## src/pkg/gcc_defines.svh

```systemverilog
// register map, field positions, reset values and counts of the gamma core control layer
`ifndef GCC_DEFINES_SVH
`define GCC_DEFINES_SVH

`define GCC_OFF_CONTROL 9'h000
`define GCC_OFF_STATUS 9'h004
`define GCC_OFF_ERROR 9'h008
`define GCC_OFF_IRQ_MASK 9'h00c
`define GCC_OFF_VERSION 9'h010
`define GCC_OFF_FRAME_CNT 9'h014
`define GCC_OFF_LINE_CNT 9'h018
`define GCC_OFF_PIXEL_CNT 9'h01c
`define GCC_OFF_DIMS 9'h020
`define GCC_OFF_LUT_UPD 9'h100
`define GCC_OFF_LUT_PORT 9'h104

`define GCC_CTRL_ENABLE_BIT 0
`define GCC_CTRL_COMMIT_BIT 1
`define GCC_CTRL_IMM_RST_BIT 30
`define GCC_CTRL_SYNC_RST_BIT 31

`define GCC_STAT_BUSY_BIT 0
`define GCC_STAT_RST_BIT 1
`define GCC_STAT_SYNCED_BIT 2
`define GCC_STAT_PEND_BIT 3

`define GCC_ERR_SOF_EARLY_BIT 0

`define GCC_DIMS_ROWS_LSB 16
`define GCC_DIMS_ROWS_MSB 28

`define GCC_CTRL_ENABLE_RST 1'h0
`define GCC_CTRL_COMMIT_RST 1'h1
`define GCC_WORD_RST 32'h0000_0000
`define GCC_DIMS_RST 32'h0000_0000

`define GCC_RESP_OKAY 2'h0
`define GCC_SYNC_RST_CYCLES 32

`endif

```

## src/pkg/gcc_pkg.sv

```systemverilog
// types shared by the gamma core control modules
package gcc_pkg;
  typedef enum logic [2:0] {
    GCC_SEQ_IDLE  = 3'b001,
    GCC_SEQ_WAIT  = 3'b010,
    GCC_SEQ_PULSE = 3'b100
  } gcc_seq_state_t;
endpackage : gcc_pkg

```

## src/pkg/gcc_rst_if.sv

```systemverilog
// reset sequencing signals between the register layer and the reset sequencer
`timescale 1ns/1ps
interface gcc_rst_if;
  logic imm_flag;
  logic sync_req;
  logic frame_busy;
  logic frame_edge;
  logic core_rst;
  logic sync_pending;
  gcc_pkg::gcc_seq_state_t state;
  modport ctrl (output imm_flag, output sync_req, output frame_busy, output frame_edge,
                input core_rst, input sync_pending, input state);
  modport seq (input imm_flag, input sync_req, input frame_busy, input frame_edge,
               output core_rst, output sync_pending, output state);
endinterface : gcc_rst_if

```

## src/core/gcc_reset_seq.sv

```systemverilog
// immediate and frame-synchronised reset sequencer
`timescale 1ns/1ps
`include "gcc_defines.svh"
module gcc_reset_seq #(
  parameter int PULSE_CYCLES = `GCC_SYNC_RST_CYCLES
) (
  // clock and reset
  input wire logic sys_clk_i,
  input wire logic nrst_i,
  // sequencing
  gcc_rst_if.seq rst_if
);
  import gcc_pkg::*;
  localparam int CW = $clog2(PULSE_CYCLES + 1);

  gcc_seq_state_t state_reg;
  gcc_seq_state_t state_next;
  logic [CW-1:0] cnt_reg;
  logic core_rst_reg;
  logic [7:0] len_reg;

  always_comb begin
    state_next = state_reg;
    unique case (state_reg)
      GCC_SEQ_IDLE: begin
        if (rst_if.sync_req) begin
          state_next = rst_if.frame_busy ? GCC_SEQ_WAIT : GCC_SEQ_PULSE;
        end
      end
      GCC_SEQ_WAIT: begin
        // a stalled stream gives no edge, so the request just waits
        if (rst_if.frame_edge) begin
          state_next = GCC_SEQ_PULSE;
        end
      end
      GCC_SEQ_PULSE: begin
        if (cnt_reg == CW'(PULSE_CYCLES - 1)) begin
          state_next = GCC_SEQ_IDLE;
        end
      end
    endcase
    // the immediate reset covers any pending sequence
    if (rst_if.imm_flag) begin
      state_next = GCC_SEQ_IDLE;
    end
  end

  always_ff @(posedge sys_clk_i or negedge nrst_i) begin
    if (!nrst_i) begin
      state_reg <= GCC_SEQ_IDLE;
      cnt_reg <= '0;
    end else begin
      state_reg <= state_next;
      cnt_reg <= (state_next == GCC_SEQ_PULSE && state_reg == GCC_SEQ_PULSE) ?
                 cnt_reg + CW'(1) : '0;
    end
  end

  always_ff @(posedge sys_clk_i or negedge nrst_i) begin
    if (!nrst_i) begin
      core_rst_reg <= 1'b0;
    end else begin
      core_rst_reg <= rst_if.imm_flag || state_next == GCC_SEQ_PULSE;
    end
  end

  assign rst_if.core_rst = core_rst_reg;
  assign rst_if.sync_pending = state_reg != GCC_SEQ_IDLE;
  assign rst_if.state = state_reg;

  // length of the current pulse, read only by the checks
  always_ff @(posedge sys_clk_i or negedge nrst_i) begin
    if (!nrst_i) begin
      len_reg <= '0;
    end else begin
      len_reg <= (state_reg == GCC_SEQ_PULSE) ? len_reg + 8'h01 : 8'h00;
    end
  end
endmodule : gcc_reset_seq

```

## src/core/gcc_core_control.sv

```systemverilog
// axi4-lite register layer, double buffering and stream gating of the gamma core
`timescale 1ns/1ps
`include "gcc_defines.svh"
module gcc_core_control #(
  parameter int DATA_W = 24,
  parameter int ADDR_W = 9,
  parameter logic [31:0] VERSION_CODE = 32'h0001_0000  // arbitrary value
) (
  // clock and reset
  input wire logic sys_clk_i,
  input wire logic nrst_i,
  // axi4-lite write channels
  input wire logic [ADDR_W-1:0] s_axi_awaddr_i,
  input wire logic s_axi_awvalid_i,
  output logic s_axi_awready_o,
  input wire logic [31:0] s_axi_wdata_i,
  input wire logic [3:0] s_axi_wstrb_i,
  input wire logic s_axi_wvalid_i,
  output logic s_axi_wready_o,
  output logic [1:0] s_axi_bresp_o,
  output logic s_axi_bvalid_o,
  input wire logic s_axi_bready_i,
  // axi4-lite read channels
  input wire logic [ADDR_W-1:0] s_axi_araddr_i,
  input wire logic s_axi_arvalid_i,
  output logic s_axi_arready_o,
  output logic [31:0] s_axi_rdata_o,
  output logic [1:0] s_axi_rresp_o,
  output logic s_axi_rvalid_o,
  input wire logic s_axi_rready_i,
  // input video stream
  input wire logic [DATA_W-1:0] in_stream_tdata_i,
  input wire logic in_stream_tvalid_i,
  input wire logic in_stream_frame_start_i,
  input wire logic in_stream_tlast_i,
  output logic in_stream_ready_o,
  // output video stream
  output logic [DATA_W-1:0] out_stream_tdata_o,
  output logic out_stream_valid_o,
  output logic out_stream_frame_start_o,
  output logic out_stream_tlast_o,
  input wire logic out_stream_tready_i,
  // working values for the datapath
  output logic [31:0] active_dims_o,
  output logic [31:0] active_lut_update_o,
  output logic [31:0] lut_write_data_o,
  output logic lut_write_stb_o,
  output logic core_in_reset_o,
  output gcc_pkg::gcc_seq_state_t reset_state_o
);
  import gcc_pkg::*;

  function automatic logic [31:0] gcc_merge(input logic [31:0] old_w, input logic [31:0] new_w,
                                            input logic [3:0] be);
    logic [31:0] res;
    res = old_w;
    for (int i = 0; i < 4; i++) begin
      if (be[i]) begin
        res[i*8 +: 8] = new_w[i*8 +: 8];
      end
    end
    return res;
  endfunction : gcc_merge

  gcc_rst_if rst_if ();

  logic core_rst;
  logic awready_reg;
  logic bvalid_reg;
  logic arready_reg;
  logic rvalid_reg;
  logic [31:0] rdata_reg;
  logic [31:0] rdata_next;
  logic wr_fire;
  logic rd_fire;
  logic ctrl_enable_reg;
  logic ctrl_commit_reg;
  logic ctrl_imm_reg;
  logic sync_req_reg;
  logic [31:0] err_reg;
  logic [31:0] irq_mask_reg;
  logic [31:0] dims_shadow_reg;
  logic [31:0] dims_work_reg;
  logic [31:0] lut_shadow_reg;
  logic [31:0] lut_work_reg;
  logic [31:0] lut_port_reg;
  logic lut_stb_reg;
  logic [31:0] frame_cnt_reg;
  logic [31:0] line_cnt_reg;
  logic [31:0] pixel_cnt_reg;
  logic in_ready_reg;
  logic out_valid_reg;
  logic [DATA_W-1:0] out_data_reg;
  logic out_sof_reg;
  logic out_last_reg;
  logic synced_reg;
  logic busy_reg;
  logic [12:0] line_idx_reg;
  logic [12:0] cur_line;
  logic [12:0] rows;
  logic in_fire;
  logic out_fire;
  logic keep;
  logic sof_keep;
  logic eol_keep;
  logic frame_end;
  logic [31:0] ctrl_word;

  assign core_rst = rst_if.core_rst;

  // axi4-lite handshakes; address and data are taken together
  assign wr_fire = s_axi_awvalid_i && s_axi_wvalid_i && !awready_reg && !bvalid_reg;
  assign rd_fire = s_axi_arvalid_i && !arready_reg && !rvalid_reg;

  always_ff @(posedge sys_clk_i or negedge nrst_i) begin
    if (!nrst_i) begin
      awready_reg <= 1'b0;
      bvalid_reg <= 1'b0;
    end else begin
      awready_reg <= wr_fire;
      if (wr_fire) begin
        bvalid_reg <= 1'b1;
      end else if (s_axi_bready_i) begin
        bvalid_reg <= 1'b0;
      end
    end
  end

  always_ff @(posedge sys_clk_i or negedge nrst_i) begin
    if (!nrst_i) begin
      arready_reg <= 1'b0;
      rvalid_reg <= 1'b0;
      rdata_reg <= `GCC_WORD_RST;
    end else begin
      arready_reg <= rd_fire;
      if (rd_fire) begin
        rvalid_reg <= 1'b1;
        rdata_reg <= rdata_next;
      end else if (s_axi_rready_i) begin
        rvalid_reg <= 1'b0;
      end
    end
  end

  assign ctrl_word = {sync_req_reg || rst_if.sync_pending, ctrl_imm_reg, 28'h000_0000,
                      ctrl_commit_reg, ctrl_enable_reg};

  always_comb begin
    rdata_next = `GCC_WORD_RST;
    unique case (s_axi_araddr_i)
      `GCC_OFF_CONTROL: rdata_next = ctrl_word;
      `GCC_OFF_STATUS: begin
        rdata_next[`GCC_STAT_BUSY_BIT] = busy_reg;
        rdata_next[`GCC_STAT_RST_BIT] = core_rst;
        rdata_next[`GCC_STAT_SYNCED_BIT] = synced_reg;
        rdata_next[`GCC_STAT_PEND_BIT] = rst_if.sync_pending;
      end
      `GCC_OFF_ERROR: rdata_next = err_reg;
      `GCC_OFF_IRQ_MASK: rdata_next = irq_mask_reg;
      `GCC_OFF_VERSION: rdata_next = VERSION_CODE;
      `GCC_OFF_FRAME_CNT: rdata_next = frame_cnt_reg;
      `GCC_OFF_LINE_CNT: rdata_next = line_cnt_reg;
      `GCC_OFF_PIXEL_CNT: rdata_next = pixel_cnt_reg;
      `GCC_OFF_DIMS: rdata_next = dims_shadow_reg;
      `GCC_OFF_LUT_UPD: rdata_next = lut_shadow_reg;
      `GCC_OFF_LUT_PORT: rdata_next = lut_port_reg;
      default: rdata_next = `GCC_WORD_RST;
    endcase
  end

  // control register; the reset flag itself survives the core reset it causes
  always_ff @(posedge sys_clk_i or negedge nrst_i) begin
    if (!nrst_i) begin
      ctrl_enable_reg <= `GCC_CTRL_ENABLE_RST;
      ctrl_commit_reg <= `GCC_CTRL_COMMIT_RST;
      ctrl_imm_reg <= 1'b0;
      sync_req_reg <= 1'b0;
    end else begin
      sync_req_reg <= 1'b0;
      if (core_rst) begin
        ctrl_enable_reg <= `GCC_CTRL_ENABLE_RST;
        ctrl_commit_reg <= `GCC_CTRL_COMMIT_RST;
      end
      if (wr_fire && s_axi_awaddr_i == `GCC_OFF_CONTROL) begin
        if (s_axi_wstrb_i[3]) begin
          ctrl_imm_reg <= s_axi_wdata_i[`GCC_CTRL_IMM_RST_BIT];
        end
        if (!core_rst && s_axi_wstrb_i[0]) begin
          ctrl_enable_reg <= s_axi_wdata_i[`GCC_CTRL_ENABLE_BIT];
          ctrl_commit_reg <= s_axi_wdata_i[`GCC_CTRL_COMMIT_BIT];
        end
        if (!core_rst && s_axi_wstrb_i[3]) begin
          sync_req_reg <= s_axi_wdata_i[`GCC_CTRL_SYNC_RST_BIT];
        end
      end
    end
  end

  // other host registers; writes during core reset are dropped
  always_ff @(posedge sys_clk_i or negedge nrst_i) begin
    if (!nrst_i) begin
      irq_mask_reg <= `GCC_WORD_RST;
      dims_shadow_reg <= `GCC_DIMS_RST;
      lut_shadow_reg <= `GCC_WORD_RST;
      lut_port_reg <= `GCC_WORD_RST;
      lut_stb_reg <= 1'b0;
    end else if (core_rst) begin
      irq_mask_reg <= `GCC_WORD_RST;
      dims_shadow_reg <= `GCC_DIMS_RST;
      lut_shadow_reg <= `GCC_WORD_RST;
      lut_port_reg <= `GCC_WORD_RST;
      lut_stb_reg <= 1'b0;
    end else begin
      lut_stb_reg <= wr_fire && s_axi_awaddr_i == `GCC_OFF_LUT_PORT;
      if (wr_fire) begin
        unique case (s_axi_awaddr_i)
          `GCC_OFF_IRQ_MASK: irq_mask_reg <= gcc_merge(irq_mask_reg, s_axi_wdata_i, s_axi_wstrb_i);
          `GCC_OFF_DIMS: dims_shadow_reg <= gcc_merge(dims_shadow_reg, s_axi_wdata_i,
                                                      s_axi_wstrb_i);
          `GCC_OFF_LUT_UPD: lut_shadow_reg <= gcc_merge(lut_shadow_reg, s_axi_wdata_i,
                                                        s_axi_wstrb_i);
          `GCC_OFF_LUT_PORT: lut_port_reg <= gcc_merge(lut_port_reg, s_axi_wdata_i, s_axi_wstrb_i);
          default: lut_port_reg <= lut_port_reg;
        endcase
      end
    end
  end

  // sticky early frame start flag, write one to clear, a new event wins
  always_ff @(posedge sys_clk_i or negedge nrst_i) begin
    if (!nrst_i) begin
      err_reg <= `GCC_WORD_RST;
    end else if (core_rst) begin
      err_reg <= `GCC_WORD_RST;
    end else begin
      if (wr_fire && s_axi_awaddr_i == `GCC_OFF_ERROR && s_axi_wstrb_i[0] &&
          s_axi_wdata_i[`GCC_ERR_SOF_EARLY_BIT]) begin
        err_reg[`GCC_ERR_SOF_EARLY_BIT] <= 1'b0;
      end
      if (sof_keep && busy_reg) begin
        err_reg[`GCC_ERR_SOF_EARLY_BIT] <= 1'b1;
      end
    end
  end

  // stream gating; one output stage keeps every output on a flop at half rate
  assign in_fire = in_stream_tvalid_i && in_ready_reg;
  assign out_fire = out_valid_reg && out_stream_tready_i;
  assign keep = in_fire && (synced_reg || in_stream_frame_start_i);
  assign sof_keep = keep && in_stream_frame_start_i;
  assign eol_keep = keep && in_stream_tlast_i;
  assign cur_line = in_stream_frame_start_i ? 13'h0000 : line_idx_reg;
  assign rows = dims_work_reg[`GCC_DIMS_ROWS_MSB:`GCC_DIMS_ROWS_LSB];
  assign frame_end = eol_keep && (cur_line == rows - 13'h0001);

  always_ff @(posedge sys_clk_i or negedge nrst_i) begin
    if (!nrst_i) begin
      in_ready_reg <= 1'b0;
      out_valid_reg <= 1'b0;
      out_data_reg <= '0;
      out_sof_reg <= 1'b0;
      out_last_reg <= 1'b0;
    end else if (core_rst) begin
      in_ready_reg <= 1'b0;
      out_valid_reg <= 1'b0;
    end else begin
      in_ready_reg <= ctrl_enable_reg && !keep && !(out_valid_reg && !out_fire);
      if (keep) begin
        out_valid_reg <= 1'b1;
        out_data_reg <= in_stream_tdata_i;
        out_sof_reg <= in_stream_frame_start_i;
        out_last_reg <= in_stream_tlast_i;
      end else if (out_fire) begin
        out_valid_reg <= 1'b0;
      end
    end
  end

  // frame tracking for resync and the frame-synchronised reset
  always_ff @(posedge sys_clk_i or negedge nrst_i) begin
    if (!nrst_i) begin
      synced_reg <= 1'b0;
      busy_reg <= 1'b0;
      line_idx_reg <= '0;
    end else if (core_rst || !ctrl_enable_reg) begin
      synced_reg <= 1'b0;
      busy_reg <= 1'b0;
      line_idx_reg <= '0;
    end else begin
      if (sof_keep) begin
        synced_reg <= 1'b1;
      end
      if (frame_end) begin
        busy_reg <= 1'b0;
        line_idx_reg <= '0;
      end else begin
        if (sof_keep) begin
          busy_reg <= 1'b1;
        end
        if (eol_keep) begin
          line_idx_reg <= cur_line + 13'h0001;
        end else if (sof_keep) begin
          line_idx_reg <= '0;
        end
      end
    end
  end

  // working copies follow the shadows only at an accepted frame start
  always_ff @(posedge sys_clk_i or negedge nrst_i) begin
    if (!nrst_i) begin
      dims_work_reg <= `GCC_DIMS_RST;
      lut_work_reg <= `GCC_WORD_RST;
    end else if (core_rst) begin
      dims_work_reg <= `GCC_DIMS_RST;
      lut_work_reg <= `GCC_WORD_RST;
    end else if (sof_keep && ctrl_commit_reg) begin
      dims_work_reg <= dims_shadow_reg;
      lut_work_reg <= lut_shadow_reg;
    end
  end

  always_ff @(posedge sys_clk_i or negedge nrst_i) begin
    if (!nrst_i) begin
      frame_cnt_reg <= `GCC_WORD_RST;
      line_cnt_reg <= `GCC_WORD_RST;
      pixel_cnt_reg <= `GCC_WORD_RST;
    end else if (core_rst) begin
      frame_cnt_reg <= `GCC_WORD_RST;
      line_cnt_reg <= `GCC_WORD_RST;
      pixel_cnt_reg <= `GCC_WORD_RST;
    end else begin
      frame_cnt_reg <= frame_cnt_reg + {31'h0000_0000, frame_end};
      line_cnt_reg <= line_cnt_reg + {31'h0000_0000, eol_keep};
      pixel_cnt_reg <= pixel_cnt_reg + {31'h0000_0000, keep};
    end
  end

  assign rst_if.imm_flag = ctrl_imm_reg;
  assign rst_if.sync_req = sync_req_reg;
  assign rst_if.frame_busy = busy_reg;
  assign rst_if.frame_edge = frame_end || sof_keep;

  gcc_reset_seq #(
    .PULSE_CYCLES(`GCC_SYNC_RST_CYCLES)
  ) u_reset_seq (
    .sys_clk_i(sys_clk_i),
    .nrst_i(nrst_i),
    .rst_if(rst_if.seq)
  );

  assign s_axi_awready_o = awready_reg;
  assign s_axi_wready_o = awready_reg;
  assign s_axi_bresp_o = `GCC_RESP_OKAY;
  assign s_axi_bvalid_o = bvalid_reg;
  assign s_axi_arready_o = arready_reg;
  assign s_axi_rdata_o = rdata_reg;
  assign s_axi_rresp_o = `GCC_RESP_OKAY;
  assign s_axi_rvalid_o = rvalid_reg;
  assign in_stream_ready_o = in_ready_reg;
  assign out_stream_tdata_o = out_data_reg;
  assign out_stream_valid_o = out_valid_reg;
  assign out_stream_frame_start_o = out_sof_reg;
  assign out_stream_tlast_o = out_last_reg;
  assign active_dims_o = dims_work_reg;
  assign active_lut_update_o = lut_work_reg;
  assign lut_write_data_o = lut_port_reg;
  assign lut_write_stb_o = lut_stb_reg;
  assign core_in_reset_o = core_rst;
  assign reset_state_o = rst_if.state;
endmodule : gcc_core_control

```

## config.mk

```make
export PLATFORM = sky130hd
export DESIGN_NAME = gcc_core_control
export DESIGN_NICKNAME = d
export VERILOG_FILES = /design/src/pkg/gcc_pkg.sv /design/src/pkg/gcc_rst_if.sv /design/src/core/gcc_reset_seq.sv /design/src/core/gcc_core_control.sv
export VERILOG_INCLUDE_DIRS = /design/src /design/src/pkg
export SDC_FILE = /design/constraint.sdc
export NUM_CORES = 1
export LEC_CHECK = 0
export ABC_CLOCK_PERIOD_IN_PS = 6300
export BUFFER_PORTS_ARGS = -buffer_cell sky130_fd_sc_hd__buf_4
export CORE_AREA = 8 8 182 184
export CTS_BUF_LIST = sky130_fd_sc_hd__clkbuf_8
export CTS_CLUSTER_DIAMETER = 200
export DETAILED_ROUTE_END_ITERATION = 16
export DIE_AREA = 0 0 190 192
export GPL_TIMING_DRIVEN = 1
export PLACE_DENSITY_LB_ADDON = 0.05
export SYNTH_ARGS = -nofsm -noshare
export SYNTH_HDL_FRONTEND = slang
export SYNTH_SLANG_ARGS = --single-unit
```

## constraint.sdc

```tcl
create_clock -name sys_clk_i -period 6.3 [get_ports sys_clk_i]
set_clock_uncertainty 0.05 [all_clocks]
set_input_delay 0 -clock sys_clk_i [delete_from_list [all_inputs] [get_ports sys_clk_i]]
set_output_delay 0 -clock sys_clk_i [all_outputs]
set_load 0.02 [all_outputs]
```

==> Word level (Yosys, flattened, before mapping) <==
Cells that the tools add are included.
{ "totals": {"register_bits": 383, "input_bits": 89} }
{ "classes": {"n_reduce_logical": 75, "addsub": 6, "mux": 61, "n_eq_ne": 22, "bitwise": 1} }
{ "op_table": {"columns": ["operator", "n"], "rows": [
  ["32-bit 2-to-1 mux", 19],
  ["28-bit case mux with 9 select lines", 1],
  ["32-bit by 1-bit adder with 32-bit output", 3],
  ["13-bit 2-to-1 mux", 5],
  ["3-bit AND reduction", 16],
  ["4-bit case mux with 10 select lines", 1],
  ["9-bit by 4-bit equality test with 1-bit output (second input constant)", 4],
  ["9-bit by 5-bit equality test with 1-bit output (second input constant)", 4],
  ["9-bit equality test (second input constant)", 4],
  ["8-bit 2-to-1 mux", 4],
  ["2-bit nonzero test", 13],
  ["1-bit logical AND", 24],
  ["1-bit 2-to-1 mux", 24],
  ["9-bit by 6-bit equality test with 1-bit output (second input constant)", 2],
  ["9-bit logical NOT", 2],
  ["3-bit 2-to-1 mux", 5],
  ["13-bit by 1-bit adder with 13-bit output (second input constant)", 1],
  ["13-bit equality test", 1],
  ["13-bit by 1-bit subtractor with 13-bit output (second input constant)", 1],
  ["9-bit by 3-bit equality test with 1-bit output (second input constant)", 1],
  ["1-bit logical NOT", 9],
  ["3-bit case mux with 3 select lines", 1],
  ["3-bit nonzero test", 3],
  ["6-bit by 1-bit adder with 6-bit output (second input constant)", 1],
  ["other kinds (10)", 16]
]} }

==> Logic depth before layout (Yosys ltp) <==
{ "logic_depth": {"word_depth": 11, "mapped_depth": 19, "mapped_depth_nobuf": 17} }

==> Modules after synthesis <==
From an unflattened synthesis, not the netlist that was laid out.
{ "unflattened": {"hier_cells": 1859, "hier_area_um2": 18181.2} }
{ "modules_own_cells": {"columns": ["module", "cells_each", "area_each_um2", "seq_area_each_um2", "n_inst"], "rows": [
  ["gcc_core_control", 1805, 17641.9, 9335.2, 1],
  ["gcc_reset_seq", 54, 539.3, 251.5, 1]
]} }

==> Worst setup path before layout <==
No wires, ideal clock.
{ "synth_path": {"path_type": "register to register", "from": "register dims_work_reg[16] (netlist: active_dims_o[16])", "to": "register frame_cnt_reg[28]", "setup_slack_ns": 1.564, "t_arrival_ns": 4.554, "required_time_ns": 6.118, "stages_incl_launch_ff": 20, "path_cell_list": "dfrtp_1 -> inv_1 -> ha_1 -> or4b_1 -> buf_2 -> or3_1 -> a2111o_1 -> a21oi_4 -> nor2_2 -> buf_6 -> nor4b_2 -> ha_1 -> ha_1 -> and4_1 -> nand4_1 -> or2_2 -> nor2_1 -> nand3_1 -> xor2_1 -> nor2_1"} }
{ "synth_via": {"elab_chain_len": 5} }
{ "synth_lines": {"columns": ["item", "line", "rtl"], "rows": [
  ["start: declaration", "gcc_core_control.sv:83", "logic [31:0] dims_work_reg;"],
  ["start signal: assignment", "gcc_core_control.sv:312", "dims_work_reg <= `GCC_DIMS_RST;"],
  ["start signal: assignment", "gcc_core_control.sv:315", "dims_work_reg <= `GCC_DIMS_RST;"],
  ["start signal: assignment", "gcc_core_control.sv:318", "dims_work_reg <= dims_shadow_reg;"],
  ["13-bit by 1-bit subtractor with 13-bit output", "gcc_core_control.sv:254", "assign frame_end = eol_keep && (cur_line == rows - 13'h0001);"],
  ["13-bit equality test", "gcc_core_control.sv:254", null],
  ["1-bit logical AND", "gcc_core_control.sv:254", null],
  ["32-bit by 1-bit adder with 32-bit output", "gcc_core_control.sv:333", "frame_cnt_reg <= frame_cnt_reg + {31'h0000_0000, frame_end};"],
  ["32-bit 2-to-1 mux", "gcc_core_control.sv:328", "end else if (core_rst) begin"],
  ["end signal: assignment", "gcc_core_control.sv:325", "frame_cnt_reg <= `GCC_WORD_RST;"],
  ["end signal: assignment", "gcc_core_control.sv:329", "frame_cnt_reg <= `GCC_WORD_RST;"],
  ["end signal: assignment", "gcc_core_control.sv:333", null],
  ["end: declaration", "gcc_core_control.sv:88", "logic [31:0] frame_cnt_reg;"]
]} }
No other way between the ends.
A chain may end at the register's enable or synchronous reset.

==> Worst setup path in the final report <==
{ "layout_path": {"from": "register dims_work_reg[16] (netlist: active_dims_o[16])", "to": "register frame_cnt_reg[29]"} }
The elaborated chain is that of the path after synthesis.

==> flow_summary.toml <==
[run_status]
outcome = "complete, no violations"

[die]
die_w_um = 190
core_area_um2 = 30200
die_h_um = 192
floorplan.die_area_um2 = 36500
start_util_pct = 59.4
ios = 259
row_count = 64

[synth]
synth-xor-area-share_pct = 5.18
synth_top_family_by_area = "simple AND/OR/NAND/NOR gates"
ys_seq_area_share_pct = 53.5
synth-edff-count = 0
yosysTopAreaCell = "dfrtp_1"
synthMuxAreaShare_pct = 9.79
syn_area_um2 = 17900
synthDominantCellAreaShare_pct = 53.2
ys_async_sr_fraction_pct = 100
syn-instance-count = 1685
syn_avg_cell_area_um2 = 10.6
ys_top_cells_by_area = "dfrtp_1 53%, mux2_2 9.7%, nand2_1 4.4%, nor2_1 3.1%, a22oi_1 3.0%"
synth-seq-cells = 383
yosysWarnings = 0
synth_fa_ha_area_share_pct = 0.628
synth_compound_area_share_pct = 11.5
yosysUniqueCellTypes = 69
synth_flop_cell = "dfrtp_1"
yosys.area_share.simple_pct = 16.9

[worst_hold_path]
hold_path.class = "primary input to flop"
worstHoldPathCells = 4

[placed_design]
dp_hpwl_um = 37700
place.gp.congestion = 0.870
port_buffers = 254
placed_area_um2 = 20200

[cells_and_area]
drive_above_1_share_pct = 26.3
multi_input_area_um2 = 7950
regArea_um2 = 9590
fin_util_pct = 73.8
final_nets = 2124
nFillCells = 2088
area_growth_pct = 24.3
final_area_um2 = 22300

[worst_setup_path]
slowest_delay_ns = 0.61
required_ns = 6.75
worstSetupStartpointType = "flop"
endpoint_kind = "flop"
crit_path_frequent_cell = "nand2_1"
crit_slowest_cell = "or4b_1"
crit_chain = "inv_1 > ha_1 > or4b_1 > or3_1 > a2111o_1 > a21oi_4 > nor2_2 > nor4b_2 > ha_1 > nand2_1 > nor4_1 > nand2_1 > nor3_1 > nand2_1 > or3_1 > a21oi_1"
arrival_ns = 5.88
path_class = "flop to flop"
r2r_cells = 16
crit_path_max_fanout = 13

[detailed_routing]
dr.pass1.iters = 5
route.detailed.drc = 0
vias = 14900
drt_wl_total_um = 54600
drt_iter0_markers = 1445
routed_via_density = 6.04
routedWlPerCell_um = 22.2
drtAntennaViolNets = 0

[clocking]
cts_tree = "built"
cts_resized = 0
cts_setup_buffers = 0
clock_sinks = 383
cts_max_path_buffers = 3
clk_latency_ns = 0.59
clk_pin_slew_ns = 0.06
clockRootBuffer = "clkbuf_8"
cts_made_buffers = 66
cts_hold_buf = 84
htree_levels = 3

[grt]
grt_antenna_before_repair = 3
grt_start_max_net_pins = 180
grt_pass1_vias = 15100
gr-total-overflow = 0
grt_usage_pct = 29.6
grt_pass1_wl_um = 85300

[job]
max_cap_violations = 0

[sta]
max_slew_margin_pct = 20.2
setup_tns_ns = 0
setup-violations-final = 0
worst_slew_pin_slew_ns = 1.20
hold_viol_final = 0
fin_crit_sh_pct = 86.3
rsz0062_at_grt = "no"
finalMaxSlewViolations = 0
max_freq_ghz = 0.184
fin_crit_ns = 5.44

[power]
ir_drop_mv = 0.261
p_leak_nw = 10.3
power_density_nw_per_um2 = 316
## worst max-delay path: cells and delay by family (launching register included)
family	cells	cell delay [ns]
and+or+nand+nor	10	3.36
AOI/OAI and AO/OA	3	0.83
adders and majority gates	2	0.56
DFF	1	0.45
buffers and inverters	1	0.09
## synthesized netlist by cell type (10+ instances only)
cell and n:
nor3_1 19, a21oi_1 79, o211ai_1 10, nand3_1 76, inv_1 22, nand2_1 209
o21ai_0 25, and4_1 14, xnor2_1 41, o21ai_1 10, mux2_2 155, and3_1 21
xor2_1 60, nor2b_1 53, dfrtp_1 381, a22o_1 31, a22oi_1 71, nor2_1 150
a222oi_1 26, or3_1 11, clkbuf_1 70, nand4_1 29
## kinds of logic after synthesis
kind of cell,count (synthesis)
flip-flops,383
multiplexers,156
adder cells (fa/ha/maj),9
AND/OR/NAND/NOR,632
AO/OA/AOI/OAI,292
XOR/XNOR,103
buffers and inverters,109
other,1
## metrics by stage
| stage | total power, mW | hold WS (ns) | setup WS (ns) | std cells |
|---|---|---|---|---|
| 3_5_place_dp | 4.88 | 0.00133 | 0.903 | 2270 |
| 3_3_place_gp | 4.81 | 0.00298 | 1.04 | 2270 |
| 5_1_grt | 7.35 | 0.0448 | 0.435 | 2462 |
| 6_report | 7.05 | 0.0332 | 0.864 | 2462 |
| 2_1_floorplan | 4.19 | -0.346 | 1.56 | 1688 |
| 4_1_cts | 7.07 | 0.00975 | 0.880 | 2460 |
## routing by layer
| layer | up-vias | track usage, % | wire length (um) |
|---|---|---|---|
| li1 | 6727 | - | - |
| met1 | 7434 | 38.0 | 22100 |
| met2 | 599 | 48.4 | 26800 |
| met3 | 102 | 6.03 | 3890 |
| met4 | 2 | 12.7 | 1850 |
| met5 | - | 0 | 9 |
## layout make-up
| type | instances | share of cell area [%] |
|---|---|---|
| clock inverters | 25 | 0.533 |
| well taps | 396 | 2.22 |
| inverters | 22 | 0.371 |
| clock buffers | 81 | 5.00 |
| diodes | 2 | 0.0225 |
| repair buffers | 357 | 13.2 |
| flip-flops and latches | 383 | 43.0 |
| multi-input cells | 1196 | 35.7 |
## power by group
part           total, mW  internal, mW  leakage (nW)  switching, mW
clock network       2.15          1.15         0.707          0.990
logic               1.59         0.750          4.51          0.841
registers           3.31          2.89          5.10          0.418
## final timing paths
check,startpoint,end,slack (ns)
max,active_dims_o[16],frame_cnt_reg[29],0.86
min,s_axi_awaddr_i[5],lut_write_stb_o,0.03
max reg2reg,active_dims_o[16],frame_cnt_reg[29],0.86
min reg2reg,u_reset_seq.cnt_reg[0],u_reset_seq.cnt_reg[0],0.43
max in group asynchronous,nrst_i,pixel_cnt_reg[8],4.45
min in group asynchronous,nrst_i,pixel_cnt_reg[30],0.41
## placed cells by master, fill, tap and decap left out, types with 6 or more instances in the layout
master,netlist,layout
buf_4,5,270
nor2_1,150,145
o31ai_1,9,9
nor2_2,1,6
dfrtp_1,381,380
nor3_1,19,18
a222oi_1,26,26
o21ai_1,10,10
and3_1,21,21
o211ai_1,10,10
dlygate4sd3_1,0,83
xor2_1,60,60
nor2b_1,53,53
and4_1,14,14
nor4_1,8,8
ha_1,9,9
mux2_2,155,155
a22oi_1,71,71
nand4_1,29,29
a22o_1,31,31
clkbuf_8,0,81
xnor2_1,41,41
nand3b_1,7,7
nand2_1,209,208
a21oi_1,79,79
or3_1,11,11
inv_1,22,39
o21ai_0,25,25
nand3_1,76,76
Power figures use the tool's default switching activity.
